==> config.mk <==
export PLATFORM = sky130hd
export DESIGN_NAME = ddc_input_and_nco_channel_select
export DESIGN_NICKNAME = d
export VERILOG_FILES = /design/src/shared/ddc_sel_pkg.sv /design/src/shared/chan_step_if.sv /design/src/core/chan_step_counter.sv /design/src/core/ddc_input_and_nco_channel_select.sv
export SDC_FILE = /design/constraint.sdc
export NUM_CORES = 1
export LEC_CHECK = 0
export BUFFER_PORTS_ARGS = -buffer_cell sky130_fd_sc_hd__buf_2
export CAP_MARGIN = 20
export CORE_AREA = 5 5 110 112
export DETAILED_ROUTE_END_ITERATION = 6
export DIE_AREA = 0 0 115 117
export GPL_ROUTABILITY_DRIVEN = 0
export GPL_TIMING_DRIVEN = 0
export PLACE_DENSITY_LB_ADDON = 0.15
export SLEW_MARGIN = 20
export SYNTH_ARGS = -nofsm -noshare
export SYNTH_HDL_FRONTEND = slang
export SYNTH_SLANG_ARGS = --single-unit
==> constraint.sdc <==
create_clock -name pclk -period 3.9 [get_ports pclk]
set_input_delay 0.39 -clock pclk [delete_from_list [all_inputs] [get_ports pclk]]
set_output_delay 0.39 -clock pclk [all_outputs]
set_load 0.02 [all_outputs]
==> src/shared/ddc_sel_pkg.sv <==
// Package holding the register map, field layout, reset values and encodings
// of the downconverter input and oscillator channel select block.
// Assumes a 32-bit APB bus with word-aligned registers.
package ddc_sel_pkg;

   // Register indices; byte address is four times the index.
   localparam logic [15:0] DECIM_CTRL_IDX   = 16'h0310;
   localparam logic [15:0] INPUT_ROUTE_IDX  = 16'h0311;
   localparam logic [15:0] OSC_CTRL_IDX     = 16'h0314;
   localparam logic [15:0] SEL_STATUS_IDX   = 16'h031f;
   localparam logic [15:0] DECIM_CTRL_ADDR  = 16'(DECIM_CTRL_IDX << 2);
   localparam logic [15:0] INPUT_ROUTE_ADDR = 16'(INPUT_ROUTE_IDX << 2);
   localparam logic [15:0] OSC_CTRL_ADDR    = 16'(OSC_CTRL_IDX << 2);
   localparam logic [15:0] SEL_STATUS_ADDR  = 16'(SEL_STATUS_IDX << 2);

   // Reset values.
   localparam logic [3:0] DECIM_CTRL_RST  = 4'h0;
   localparam logic [7:0] INPUT_ROUTE_RST = 8'h00;
   localparam logic [7:0] OSC_CTRL_RST    = 8'h00;

   // Field positions.
   localparam int C2R_BIT      = 3;
   localparam int I_SEL_BIT    = 0;
   localparam int Q_SEL_BIT    = 2;
   localparam int EXT_LSB      = 4;
   localparam int MODE_LSB     = 4;
   localparam int ST_UNSUP_BIT = 4;
   localparam int ST_BAD_BIT   = 5;

   // Primary and extended decimation codes.
   localparam logic [2:0] PRIM_USE_EXT = 3'h7;
   localparam logic [3:0] EXT_TB1      = 4'h7;
   localparam logic [3:0] EXT_FB2_TB1  = 4'h8;
   localparam logic [3:0] EXT_HB2_FB2  = 4'h9;

   // Channel selection modes.
   localparam logic [3:0] MODE_REG    = 4'h0;
   localparam logic [3:0] MODE_PINS   = 4'h1;
   localparam logic [3:0] MODE_EDGE_A = 4'h8;
   localparam logic [3:0] MODE_EDGE_B = 4'ha;

   // Filter enable vector bit positions.
   localparam int F_HB1 = 0;
   localparam int F_HB2 = 1;
   localparam int F_HB3 = 2;
   localparam int F_HB4 = 3;
   localparam int F_TB2 = 4;
   localparam int F_TB1 = 5;
   localparam int F_FB2 = 6;

   typedef enum logic [1:0] {
      BUS_IDLE   = 2'b00,
      BUS_ANSWER = 2'b01
   } bus_state_t;

endpackage

==> src/shared/chan_step_if.sv <==
// Interface joining the select logic to the edge-stepped channel counter.
// Assumes both ends sit in the same clock domain.
`timescale 1ns/100ps
`default_nettype none
interface chan_step_if;
   logic       step_on_low;
   logic       step_on_high;
   logic       pin_low;
   logic       pin_high;
   logic [3:0] last_chan;
   logic [3:0] count;

   modport ctl (
      output step_on_low,
      output step_on_high,
      output pin_low,
      output pin_high,
      output last_chan,
      input  count
   );

   modport cnt (
      input  step_on_low,
      input  step_on_high,
      input  pin_low,
      input  pin_high,
      input  last_chan,
      output count
   );
endinterface
`default_nettype wire

==> src/core/chan_step_counter.sv <==
// Channel counter that steps on rising edges of a selection pin.
// Assumes pins are already synchronous to pclk.
`timescale 1ns/100ps
`default_nettype none
module chan_step_counter (
   input  wire logic   pclk,
   input  wire logic   presetn,
   input  wire logic   ce,
   chan_step_if.cnt    stp
);
   import ddc_sel_pkg::*;

   logic       low_prev_ff;
   logic       high_prev_ff;
   logic [3:0] count_ff;
   logic [3:0] nxt_count;
   logic       edge_seen;

   always_ff @(posedge pclk or negedge presetn) begin
      if (!presetn) begin
         low_prev_ff  <= 1'b0;
         high_prev_ff <= 1'b0;
      end else if (ce) begin
         low_prev_ff  <= stp.pin_low;
         high_prev_ff <= stp.pin_high;
      end
   end

   assign edge_seen = (stp.step_on_low && stp.pin_low && !low_prev_ff)     // [RULE8]
                   || (stp.step_on_high && stp.pin_high && !high_prev_ff); // [RULE9]

   // Greater-or-equal also recovers when software lowers the last channel.
   always_comb begin
      nxt_count = count_ff;
      if (!stp.step_on_low && !stp.step_on_high) begin
         nxt_count = 4'h0;
      end else if (edge_seen) begin
         if (count_ff >= stp.last_chan) begin
            nxt_count = 4'h0; // [RULE10]
         end else begin
            nxt_count = 4'(count_ff + 4'h1);
         end
      end
   end

   always_ff @(posedge pclk or negedge presetn) begin
      if (!presetn) begin
         count_ff <= 4'h0;
      end else if (ce) begin
         count_ff <= nxt_count;
      end
   end

   assign stp.count = count_ff;
endmodule
`default_nettype wire

==> src/core/ddc_input_and_nco_channel_select.sv <==
// Register bank and selection logic for the first downconverter: decimation
// choice, input routing and active oscillator channel.
// Assumes an APB master on pclk and selection pins synchronous to pclk.
//
// Overview of operation
// RULE1: Extended code 111 selects third-band, decimate 3.
// RULE2: Extended code 1000 cascades fifth/third-band, decimate 15.
// RULE3: Extended code 1001 adds half-band two, decimate 30.
// RULE4: Routing bit 2 picks quadrature source A/B.
// RULE5: Routing bit 0 picks in-phase source A/B.
// RULE6: Mode 0 takes channel from register field.
// RULE7: Mode 1 takes channel from two pins.
// RULE8: Mode 1000 steps counter on low pin rise.
// RULE9: Mode 1010 steps counter on high pin rise.
// RULE10: Counter wraps after reaching register channel field.
// RULE11: Channel field is plain binary, resets zero.
// RULE12: Sixteen channels, code 1111 is channel 15.
// RULE13: Extended field only when primary is 111.
// RULE14: Mixer uses selected channel; reserved bits read zero.
//
// Register access over APB was chosen for this implementation.
`timescale 1ns/100ps
`default_nettype none
module ddc_input_and_nco_channel_select (
   input  wire logic        pclk,
   input  wire logic        presetn,
   input  wire logic        ce,
   input  wire logic        psel,
   input  wire logic        penable,
   input  wire logic        pwrite,
   input  wire logic [15:0] paddr,
   input  wire logic [31:0] pwdata,
   output logic      [31:0] prdata,
   output logic             pready,
   output logic             pslverr,
   input  wire logic        select_pin_low,
   input  wire logic        select_pin_high,
   output logic             i_source_b,
   output logic             q_source_b,
   output logic      [3:0]  active_channel,
   output logic      [6:0]  filter_enable,
   output logic      [5:0]  decim_factor,
   output logic             c2r_enable,
   output logic             real_rate_unsupported,
   output logic             decim_code_invalid
);
   import ddc_sel_pkg::*;

   chan_step_if stp ();
   bus_state_t  bus_state_ff;
   bus_state_t  nxt_bus_state;
   logic [31:0] prdata_ff;
   logic [31:0] nxt_prdata;
   logic        pready_ff;
   logic        pslverr_ff;
   logic        addr_hit;
   logic        wr_take;
   logic [3:0]  decim_ctrl_ff;
   logic [7:0]  input_route_ff;
   logic [7:0]  osc_ctrl_ff;
   logic [3:0]  mode;
   logic [3:0]  reg_chan;
   logic [3:0]  nxt_chan;
   logic [3:0]  chan_ff;
   logic [6:0]  nxt_filters;
   logic [5:0]  nxt_factor;
   logic        nxt_unsup;
   logic        nxt_bad;
   logic [6:0]  filters_ff;
   logic [5:0]  factor_ff;
   logic        c2r_ff;
   logic        unsup_ff;
   logic        bad_ff;
   logic        i_src_ff;
   logic        q_src_ff;

   assign mode     = osc_ctrl_ff[MODE_LSB +: 4];
   assign reg_chan = osc_ctrl_ff[3:0];

   // APB slave: no wait states. The answer is prepared in the setup cycle,
   // so pready rises in the first access cycle straight from a flop.
   assign addr_hit = (paddr == DECIM_CTRL_ADDR) || (paddr == INPUT_ROUTE_ADDR)
                  || (paddr == OSC_CTRL_ADDR) || (paddr == SEL_STATUS_ADDR);
   assign wr_take  = psel && penable && pready_ff && pwrite && addr_hit;

   always_comb begin
      nxt_bus_state = bus_state_ff;
      case (bus_state_ff)
         BUS_IDLE: begin
            if (psel && !penable) begin
               nxt_bus_state = BUS_ANSWER;
            end
         end
         BUS_ANSWER: begin
            nxt_bus_state = BUS_IDLE;
         end
         default: begin
            nxt_bus_state = BUS_IDLE;
         end
      endcase
   end

   always_ff @(posedge pclk or negedge presetn) begin
      if (!presetn) begin
         bus_state_ff <= BUS_IDLE;
      end else if (ce) begin
         bus_state_ff <= nxt_bus_state;
      end
   end

   // Reserved bits and unused upper bits read back as zero.
   always_comb begin
      nxt_prdata = 32'h0000_0000;
      if (!pwrite) begin
         case (paddr)
            DECIM_CTRL_ADDR: begin
               nxt_prdata[3:0] = decim_ctrl_ff;
            end
            INPUT_ROUTE_ADDR: begin
               nxt_prdata[7:0] = input_route_ff & 8'hf5; // [RULE14]
            end
            OSC_CTRL_ADDR: begin
               nxt_prdata[7:0] = osc_ctrl_ff;
            end
            SEL_STATUS_ADDR: begin
               nxt_prdata[3:0]          = chan_ff;
               nxt_prdata[ST_UNSUP_BIT] = unsup_ff;
               nxt_prdata[ST_BAD_BIT]   = bad_ff;
            end
            default: begin
               nxt_prdata = 32'h0000_0000;
            end
         endcase
      end
   end

   always_ff @(posedge pclk or negedge presetn) begin
      if (!presetn) begin
         pready_ff  <= 1'b0;
         pslverr_ff <= 1'b0;
         prdata_ff  <= 32'h0000_0000;
      end else if (ce) begin
         if (bus_state_ff == BUS_IDLE && psel && !penable) begin
            pready_ff  <= 1'b1;
            pslverr_ff <= !addr_hit;
            prdata_ff  <= nxt_prdata;
         end else begin
            pready_ff  <= 1'b0;
            pslverr_ff <= 1'b0;
            prdata_ff  <= 32'h0000_0000;
         end
      end
   end

   assign prdata  = prdata_ff;
   assign pready  = pready_ff;
   assign pslverr = pslverr_ff;

   // Configuration registers.
   always_ff @(posedge pclk or negedge presetn) begin
      if (!presetn) begin
         decim_ctrl_ff <= DECIM_CTRL_RST;
      end else if (ce && wr_take && paddr == DECIM_CTRL_ADDR) begin
         decim_ctrl_ff <= pwdata[3:0];
      end
   end

   always_ff @(posedge pclk or negedge presetn) begin
      if (!presetn) begin
         input_route_ff <= INPUT_ROUTE_RST; // [RULE4] [RULE5]
      end else if (ce && wr_take && paddr == INPUT_ROUTE_ADDR) begin
         input_route_ff <= pwdata[7:0] & 8'hf5; // [RULE14]
      end
   end

   always_ff @(posedge pclk or negedge presetn) begin
      if (!presetn) begin
         osc_ctrl_ff <= OSC_CTRL_RST; // [RULE11]
      end else if (ce && wr_take && paddr == OSC_CTRL_ADDR) begin
         osc_ctrl_ff <= pwdata[7:0];
      end
   end

   // Input routing for the in-phase and quadrature paths.
   always_ff @(posedge pclk or negedge presetn) begin
      if (!presetn) begin
         i_src_ff <= 1'b0;
         q_src_ff <= 1'b0;
      end else if (ce) begin
         i_src_ff <= input_route_ff[I_SEL_BIT]; // [RULE5]
         q_src_ff <= input_route_ff[Q_SEL_BIT]; // [RULE4]
      end
   end

   assign i_source_b = i_src_ff;
   assign q_source_b = q_src_ff;

   // Decimation decode. Factors are given for complex output; with
   // complex-to-real on, the rate halves except for the third-band codes,
   // which cannot halve and are flagged instead.
   always_comb begin
      nxt_filters = 7'h00;
      nxt_factor  = 6'h00;
      nxt_bad     = 1'b0;
      case (decim_ctrl_ff[2:0])
         3'h0: begin
            nxt_filters[F_HB1] = 1'b1;
            nxt_filters[F_HB2] = 1'b1;
            nxt_factor         = 6'h04;
         end
         3'h1: begin
            nxt_filters[F_HB1] = 1'b1;
            nxt_filters[F_HB2] = 1'b1;
            nxt_filters[F_HB3] = 1'b1;
            nxt_factor         = 6'h08;
         end
         3'h2: begin
            nxt_filters[3:0] = 4'hf;
            nxt_factor       = 6'h10;
         end
         3'h3: begin
            nxt_filters[F_HB1] = 1'b1;
            nxt_factor         = 6'h02;
         end
         3'h4: begin
            nxt_filters[F_HB1] = 1'b1;
            nxt_filters[F_TB2] = 1'b1;
            nxt_factor         = 6'h06;
         end
         3'h5: begin
            nxt_filters[F_HB1] = 1'b1;
            nxt_filters[F_HB2] = 1'b1;
            nxt_filters[F_TB2] = 1'b1;
            nxt_factor         = 6'h0c;
         end
         3'h6: begin
            nxt_filters[2:0]   = 3'h7;
            nxt_filters[F_TB2] = 1'b1;
            nxt_factor         = 6'h18;
         end
         PRIM_USE_EXT: begin
            // Decoded below from the extended field.
         end
         default: begin
            nxt_bad = 1'b1;
         end
      endcase
      if (decim_ctrl_ff[2:0] == PRIM_USE_EXT) begin // [RULE13]
         case (input_route_ff[EXT_LSB +: 4])
            4'h0: begin
               nxt_filters[4:0] = 5'h1f;
               nxt_factor       = 6'h30;
            end
            4'h2: begin
               nxt_filters[F_HB1] = 1'b1;
               nxt_filters[F_FB2] = 1'b1;
               nxt_factor         = 6'h0a;
            end
            4'h3: begin
               nxt_filters[F_HB1] = 1'b1;
               nxt_filters[F_HB2] = 1'b1;
               nxt_filters[F_FB2] = 1'b1;
               nxt_factor         = 6'h14;
            end
            4'h4: begin
               nxt_filters[2:0]   = 3'h7;
               nxt_filters[F_FB2] = 1'b1;
               nxt_factor         = 6'h28;
            end
            EXT_TB1: begin
               nxt_filters[F_TB1] = 1'b1; // [RULE1]
               nxt_factor         = 6'h03;
            end
            EXT_FB2_TB1: begin
               nxt_filters[F_FB2] = 1'b1; // [RULE2]
               nxt_filters[F_TB1] = 1'b1;
               nxt_factor         = 6'h0f;
            end
            EXT_HB2_FB2: begin
               nxt_filters[F_HB2] = 1'b1; // [RULE3]
               nxt_filters[F_FB2] = 1'b1;
               nxt_filters[F_TB1] = 1'b1;
               nxt_factor         = 6'h1e;
            end
            default: begin
               nxt_bad = 1'b1;
            end
         endcase
      end
   end

   // Odd third-band ratios cannot halve, so real output keeps the factor.
   always_comb begin
      nxt_unsup = 1'b0;
      if (decim_ctrl_ff[C2R_BIT] && !nxt_bad && nxt_filters[F_TB1]) begin
         nxt_unsup = 1'b1; // [RULE1] [RULE2] [RULE3]
      end
   end

   always_ff @(posedge pclk or negedge presetn) begin
      if (!presetn) begin
         filters_ff <= 7'h00;
         factor_ff  <= 6'h00;
         c2r_ff     <= 1'b0;
         unsup_ff   <= 1'b0;
         bad_ff     <= 1'b0;
      end else if (ce) begin
         filters_ff <= nxt_filters;
         c2r_ff     <= decim_ctrl_ff[C2R_BIT];
         unsup_ff   <= nxt_unsup;
         bad_ff     <= nxt_bad;
         if (decim_ctrl_ff[C2R_BIT] && !nxt_unsup) begin
            factor_ff <= nxt_factor >> 1;
         end else begin
            factor_ff <= nxt_factor;
         end
      end
   end

   assign filter_enable         = filters_ff;
   assign decim_factor          = factor_ff;
   assign c2r_enable            = c2r_ff;
   assign real_rate_unsupported = unsup_ff;
   assign decim_code_invalid    = bad_ff;

   // Oscillator channel selection.
   assign stp.step_on_low  = (mode == MODE_EDGE_A);
   assign stp.step_on_high = (mode == MODE_EDGE_B);
   assign stp.pin_low      = select_pin_low;
   assign stp.pin_high     = select_pin_high;
   assign stp.last_chan    = reg_chan; // [RULE10]

   chan_step_counter chan_step_counter_inst (
      .pclk    (pclk),
      .presetn (presetn),
      .ce      (ce),
      .stp     (stp)
   );

   // Undefined modes fall back to the register field.
   always_comb begin
      case (mode)
         MODE_REG: begin
            nxt_chan = reg_chan; // [RULE6] [RULE11]
         end
         MODE_PINS: begin
            nxt_chan = {2'b00, select_pin_high, select_pin_low}; // [RULE7]
         end
         MODE_EDGE_A, MODE_EDGE_B: begin
            nxt_chan = stp.count; // [RULE8] [RULE9]
         end
         default: begin
            nxt_chan = reg_chan;
         end
      endcase
   end

   // Full 4-bit index reaches all sixteen channels, 0 to 15.
   always_ff @(posedge pclk or negedge presetn) begin
      if (!presetn) begin
         chan_ff <= 4'h0;
      end else if (ce) begin
         chan_ff <= nxt_chan; // [RULE12] [RULE14]
      end
   end

   assign active_channel = chan_ff;
endmodule
`default_nettype wire

=== After elaboration in Yosys (flattened, before gate mapping) ===
Index checks and enable logic that the tools add are counted.

* Output and inout port bits: 56
* Bits of input ports: 56
* Register bits: 82
* Logic and storage cells: 121

* Add/sub/neg operators: 1
* Reduce and logical (&&, ||, !) cells: 48
* Equal/unequal tests: 21
* Muxes and demuxes: 32
* Magnitude comparators: 1

{| class="wikitable"
|+ Operators by type and width
! kind !! count
|-
| $eq 16x12->1 const B || 4
|-
| $pmux 6 s7 || 1
|-
| $pmux 5 s7 || 1
|-
| $logic_and 1x1->1 || 19
|-
| $eq 4x4->1 const B || 4
|-
| $mux 8 || 2
|-
| $pmux 4 s4 || 1
|-
| $mux 1 || 15
|-
| $reduce_or 7->1 || 2
|-
| $eq 3x3->1 const B || 4
|-
| $mux 4 || 3
|-
| $mux 6 || 2
|-
| $reduce_or 5->1 || 2
|-
| $reduce_or 3->1 || 3
|-
| $eq 4x2->1 const B || 2
|-
| $eq 4x3->1 const B || 2
|-
| $logic_not 1->1 || 8
|-
| $pmux 4 s2 || 1
|-
| $reduce_or 4->1 || 2
|-
| $mux 7 || 1
|-
| $eq 3x2->1 const B || 2
|-
| $mux 2 || 3
|-
| $pmux 2 s3 || 1
|-
| $add 4x1->4 const B || 1
|-
| 12 further kinds || 17
|}

=== Depth between registers and ports, before layout ===
* Word-level depth: 11
* Gate-level depth with buffers: 7
* Gate-level depth less buffers: 7

=== By module ===
From an unflattened synthesis, not the netlist that was laid out.

* Cell total of the unflattened synthesis: 334
* Area total of the unflattened synthesis: 3338.2 um^2

{| class="wikitable"
|+ Modules (own cells, without submodules)
! module !! area each (um^2) !! cells an instance !! instances
|-
| ddc_input_and_nco_channel_select || 2927.8 || 296 || 1
|-
| chan_step_counter || 410.4 || 38 || 1
|}

=== Worst setup path before layout ===
OpenSTA, ideal clock, no wires.

* Path kind: input to register
* Start point: in paddr[13]
* End point: reg input_route_ff[0]
* Setup slack: 1768 ps
* Arrival: 2007 ps
* Data required time: 3775 ps
* Stages: 5
* Cells stage by stage: or4_4 -> nor4_4 -> and2b_1 -> buf_4 -> mux2_2

* Word-level cells in the longest chain between the ends: 7
* Elaborated cells between the ends (all ways): 10
* Classes of those cells: 4 x eq/ne; 6 x reduce/logical

{| class="wikitable"
|+ Ends and longest elaborated chain
! element !! RTL line !! RTL
|-
| start, declared || ddc_input_and_nco_channel_select.sv:31 || <nowiki>input wire logic [15:0] paddr,</nowiki>
|-
| $eq 16x12->1 (on tied branches) || ddc_input_and_nco_channel_select.sv:82, ddc_input_and_nco_channel_select.sv:171 ||
|-
| $logic_or 1x1->1 || ddc_input_and_nco_channel_select.sv:82 || <nowiki>assign addr_hit = (paddr == DECIM_CTRL_ADDR) || (paddr == INPUT_ROUTE_ADDR)</nowiki>
|-
| $logic_or 1x1->1 (2 in a row) || ddc_input_and_nco_channel_select.sv:83 || <nowiki>|| (paddr == OSC_CTRL_ADDR) || (paddr == SEL_STATUS_ADDR);</nowiki>
|-
| $logic_and 1x1->1 || ddc_input_and_nco_channel_select.sv:84 || <nowiki>assign wr_take = psel && penable && pready_ff && pwrite && addr_hit;</nowiki>
|-
| $logic_and 1x1->1 || ddc_input_and_nco_channel_select.sv:171 || <nowiki>end else if (ce && wr_take && paddr == INPUT_ROUTE_ADDR) begin</nowiki>
|-
| $logic_and 1x1->1 * || ddc_input_and_nco_channel_select.sv:171 ||
|-
| end signal, assigned || ddc_input_and_nco_channel_select.sv:172 || <nowiki>input_route_ff <= pwdata[7:0] & 8'hf5;</nowiki>
|-
| end, declared || ddc_input_and_nco_channel_select.sv:59 || <nowiki>logic [7:0] input_route_ff;</nowiki>
|}

Every way passes the cells marked *; elsewhere a longest branch is shown, timed or not.
A chain may end at the register's enable or synchronous reset.

=== Final worst setup path ===
* Start point: in paddr[1]
* End point: reg input_route_ff[7]

The elaborated chain is that of the path after synthesis.

==> out/results.ini <==
[grt]
grt_use_total_pct=13.1
antenna_found_initial=0
gr-total-overflow=0
grt_pass1_vias=2519
grt_first_pass_wirelength_um=13500
grt_start_max_net_pins=58

[clock_network]
clk_path_buf_depth=2
cts_tree=done
cts-buffers-inserted=9
hold_buffers=0
path_clk_slew_ps=50
insertion_delay_ps=330
post-cts-setup-buffers=0
cts.htree.levels=3
cts_num_sinks=57
post_cts_resized=0
clock_tree.root_cell=sky130_fd_sc_hd__clkbuf_16

[floorplanning]
floorplan.die_area_um2=13500
std_cell_rows=39
area_of_the_core_region_um2=11100
floorplan.initialDensity_pct=29.1
i_o_pin_count=112
floorplan.die.width_um=115
floorplan.die.height_um=117

[yosys]
post-synth-top-count-cell=sky130_fd_sc_hd__dfrtp_1
synth-seq-area-share_pct=44.1
synth_seq_cells=57
synth_top_flop_cell=sky130_fd_sc_hd__dfrtp_1
synthesis.instances=335
avgSynthCellArea_um2=9.66
synth_top_area_cell=sky130_fd_sc_hd__dfrtp_1
synth.top_cells.by_count=sky130_fd_sc_hd__dfrtp_1, sky130_fd_sc_hd__inv_1, sky130_fd_sc_hd__buf_4
number_of_enable_type_register_cells_in_the_synthesized_netlist=0
netlist_area_um2=3240
postSynth.asyncResetShare_pct=100
netlist.area_leader.share_pct=44.1
ys_types=54
top_cells_by_area_synth=sky130_fd_sc_hd__dfrtp_1, sky130_fd_sc_hd__mux2_2, sky130_fd_sc_hd__buf_4
synthesis.yosys.warnings=0

[critical_path]
arrival_ps=2350
timing.critical_path.cells=buf_2 -> or4b_1 -> nor4_4 -> and2b_1 -> buf_4 -> mux2_2
path_max_fanout=9
crit_path_end_kind=register
cpMaxStageDelayCell=sky130_fd_sc_hd__or4b_1
cpPeakStageDelay_ps=570
timing_worst_setup_path_type=input port to register
worstPathRequired_ps=4110
startpoint_type=input port
r2r-start=osc_ctrl_ff[6]
crit_start=paddr[1]

[finish]
insertedDiodeCount=0
layout.core_utilization_pct=37.1
nets=492
area_growth_pct=27.6
drive_above_1_share_pct=30.6

[timing]
worst_pin_slew_ps=783
fin_crit_sh_pct=54.9
achievable-frequency_mhz=467
finalHoldViolations=0
slew_viol_final=0
final.min_clock_period_ps=2140
fin_hold_ws_ps=132
setup_clock_skew_after_layout_ps=6.68
final-setup-viol-count=0
rsz_0062_raised_after_global_routing=no
final_layout_setup_total_negative_slack_ps=0
max-slew-margin-rel_pct=47.3

[placed_design]
port_buffers=62
place.detailed.hpwl_um=6600

[routing]
drt_drc_violations_left=0
number_of_vias_after_detailed_routing=2681
routed_wire_length_per_instance_um=15.1
number_of_detailed_routing_iterations_run_before_antenna_repair=4
detail_route.iter0.violations=149
antenna_left=0
detail_route.wirelength_um=8760
via_per_inst=4.64

[run]
maxCapViolCount=0

[power]
cellLeakagePower_nw=2.01
irDropWorstVdd_uv=202
cellPowerDensity_nw_per_um2=373

[run_status]
outcome=finished clean

[min_path]
worstHoldPathType=input port to async pin

==> critical path, delay by kind of cell <==
family | cells | cell delay (ps)
buffers and inverters | 2 | 280
multiplexers | 1 | 350
AND/OR/NAND/NOR | 3 | 1340
==> worst paths after layout <==
path | slack [ps] | cells after the start | endpoint
setup / recovery | 1760 | 6 | input_route_ff[7]
setup reg to reg | 1770 | 5 | chan_step_counter_inst.stp.count[3]
min in group pclk | 310 | 3 | osc_ctrl_ff[3]
max in group asynchronous | 3280 | 1 | prdata[3]
hold reg to reg | 500 | 1 | q_source_b
hold / removal | 130 | 1 | decim_factor[3]
==> cells in the final DEF, fill, tap and decap left out, types with 4 or more instances in the layout <==
cell | netlist | layout
sky130_fd_sc_hd__nand3_1 | 8 | 8
sky130_fd_sc_hd__o211ai_1 | 6 | 6
sky130_fd_sc_hd__o22ai_1 | 15 | 15
sky130_fd_sc_hd__a21oi_1 | 16 | 16
sky130_fd_sc_hd__nor2b_1 | 5 | 5
sky130_fd_sc_hd__a22oi_1 | 7 | 7
sky130_fd_sc_hd__a222oi_1 | 4 | 4
sky130_fd_sc_hd__clkbuf_16 | 0 | 9
sky130_fd_sc_hd__mux2_2 | 19 | 19
sky130_fd_sc_hd__clkbuf_8 | 0 | 4
sky130_fd_sc_hd__inv_1 | 30 | 30
sky130_fd_sc_hd__nor2_1 | 20 | 20
sky130_fd_sc_hd__buf_2 | 1 | 62
sky130_fd_sc_hd__mux2i_1 | 4 | 4
sky130_fd_sc_hd__nand2_1 | 18 | 18
sky130_fd_sc_hd__conb_1 | 1 | 24
sky130_fd_sc_hd__buf_4 | 26 | 27
sky130_fd_sc_hd__clkbuf_1 | 13 | 13
sky130_fd_sc_hd__o21ai_0 | 17 | 17
sky130_fd_sc_hd__dfrtp_1 | 57 | 57
sky130_fd_sc_hd__o31ai_1 | 4 | 4
sky130_fd_sc_hd__ha_1 | 5 | 5
==> registers in the layout, summed over array words and instances, names as in the netlist, 4 cells and up <==
register and cells:
osc_ctrl_ff 8, prdata 8, input_route_ff 6, active_channel 4, filter_enable 7, decim_factor 6
decim_ctrl_ff 4, chan_step_counter_inst.stp.count 4
==> metal layers <==
layer / routed length (um) / up-vias / GRT usage (%)
li1: - / 1337 / -
met1: 4150 / 1260 / 17.9
met2: 3940 / 72 / 19.8
met3: 525 / 12 / 3.65
met4: 140 / 0 / 5.01
met5: 0 / - / 0
==> cell type report <==
| cell class | count | area (um^2) |
|---|---|---|
| buffer | 43 | 260 |
| inverter | 30 | 113 |
| clock inverter | 2 | 35.0 |
| fill | 1176 | 7000 |
| timing repair buffer | 62 | 313 |
| sequential | 57 | 1430 |
| tap | 143 | 179 |
| multi-input combinational | 228 | 1520 |
| clock buffer | 13 | 280 |
==> where the power goes <==
group / switching [W] / total [W] / internal [W] / leakage, nW
clock: 0.000264 / 0.000823 / 0.000558 / 0.158
combinational: 0.0000719 / 0.000113 / 0.0000409 / 1.14
sequential: 0.00000382 / 0.000604 / 0.000600 / 0.714
total: 0.000340 / 0.00154 / 0.00120 / 2.01
==> through the flow <==
step | worst slack, ps | power, W | std cells | instance area [um^2]
2_1_floorplan | 1770 | 0.000681 | 358 | 3320
3_3_place_gp | 1390 | 0.000726 | 563 | 3810
3_5_place_dp | 1370 | 0.000728 | 563 | 3810
4_1_cts | 1720 | 0.00155 | 578 | 4130
5_1_grt | 1560 | 0.00159 | 578 | 4130
6_report | 1760 | 0.00154 | 578 | 4130
==> cell families after synthesis <==
group | count (synthesis) | synth area share [%]
xor+xnor | 4 | 1.08
other cells | 1 | 0.116
flops | 57 | 44.1
mux | 23 | 7.85
buf+inv | 73 | 11.5
simple gates | 88 | 16.5
fa+ha+maj | 5 | 1.93
compound gates | 84 | 16.9
Note: power is estimated with default switching activity, not from simulation.
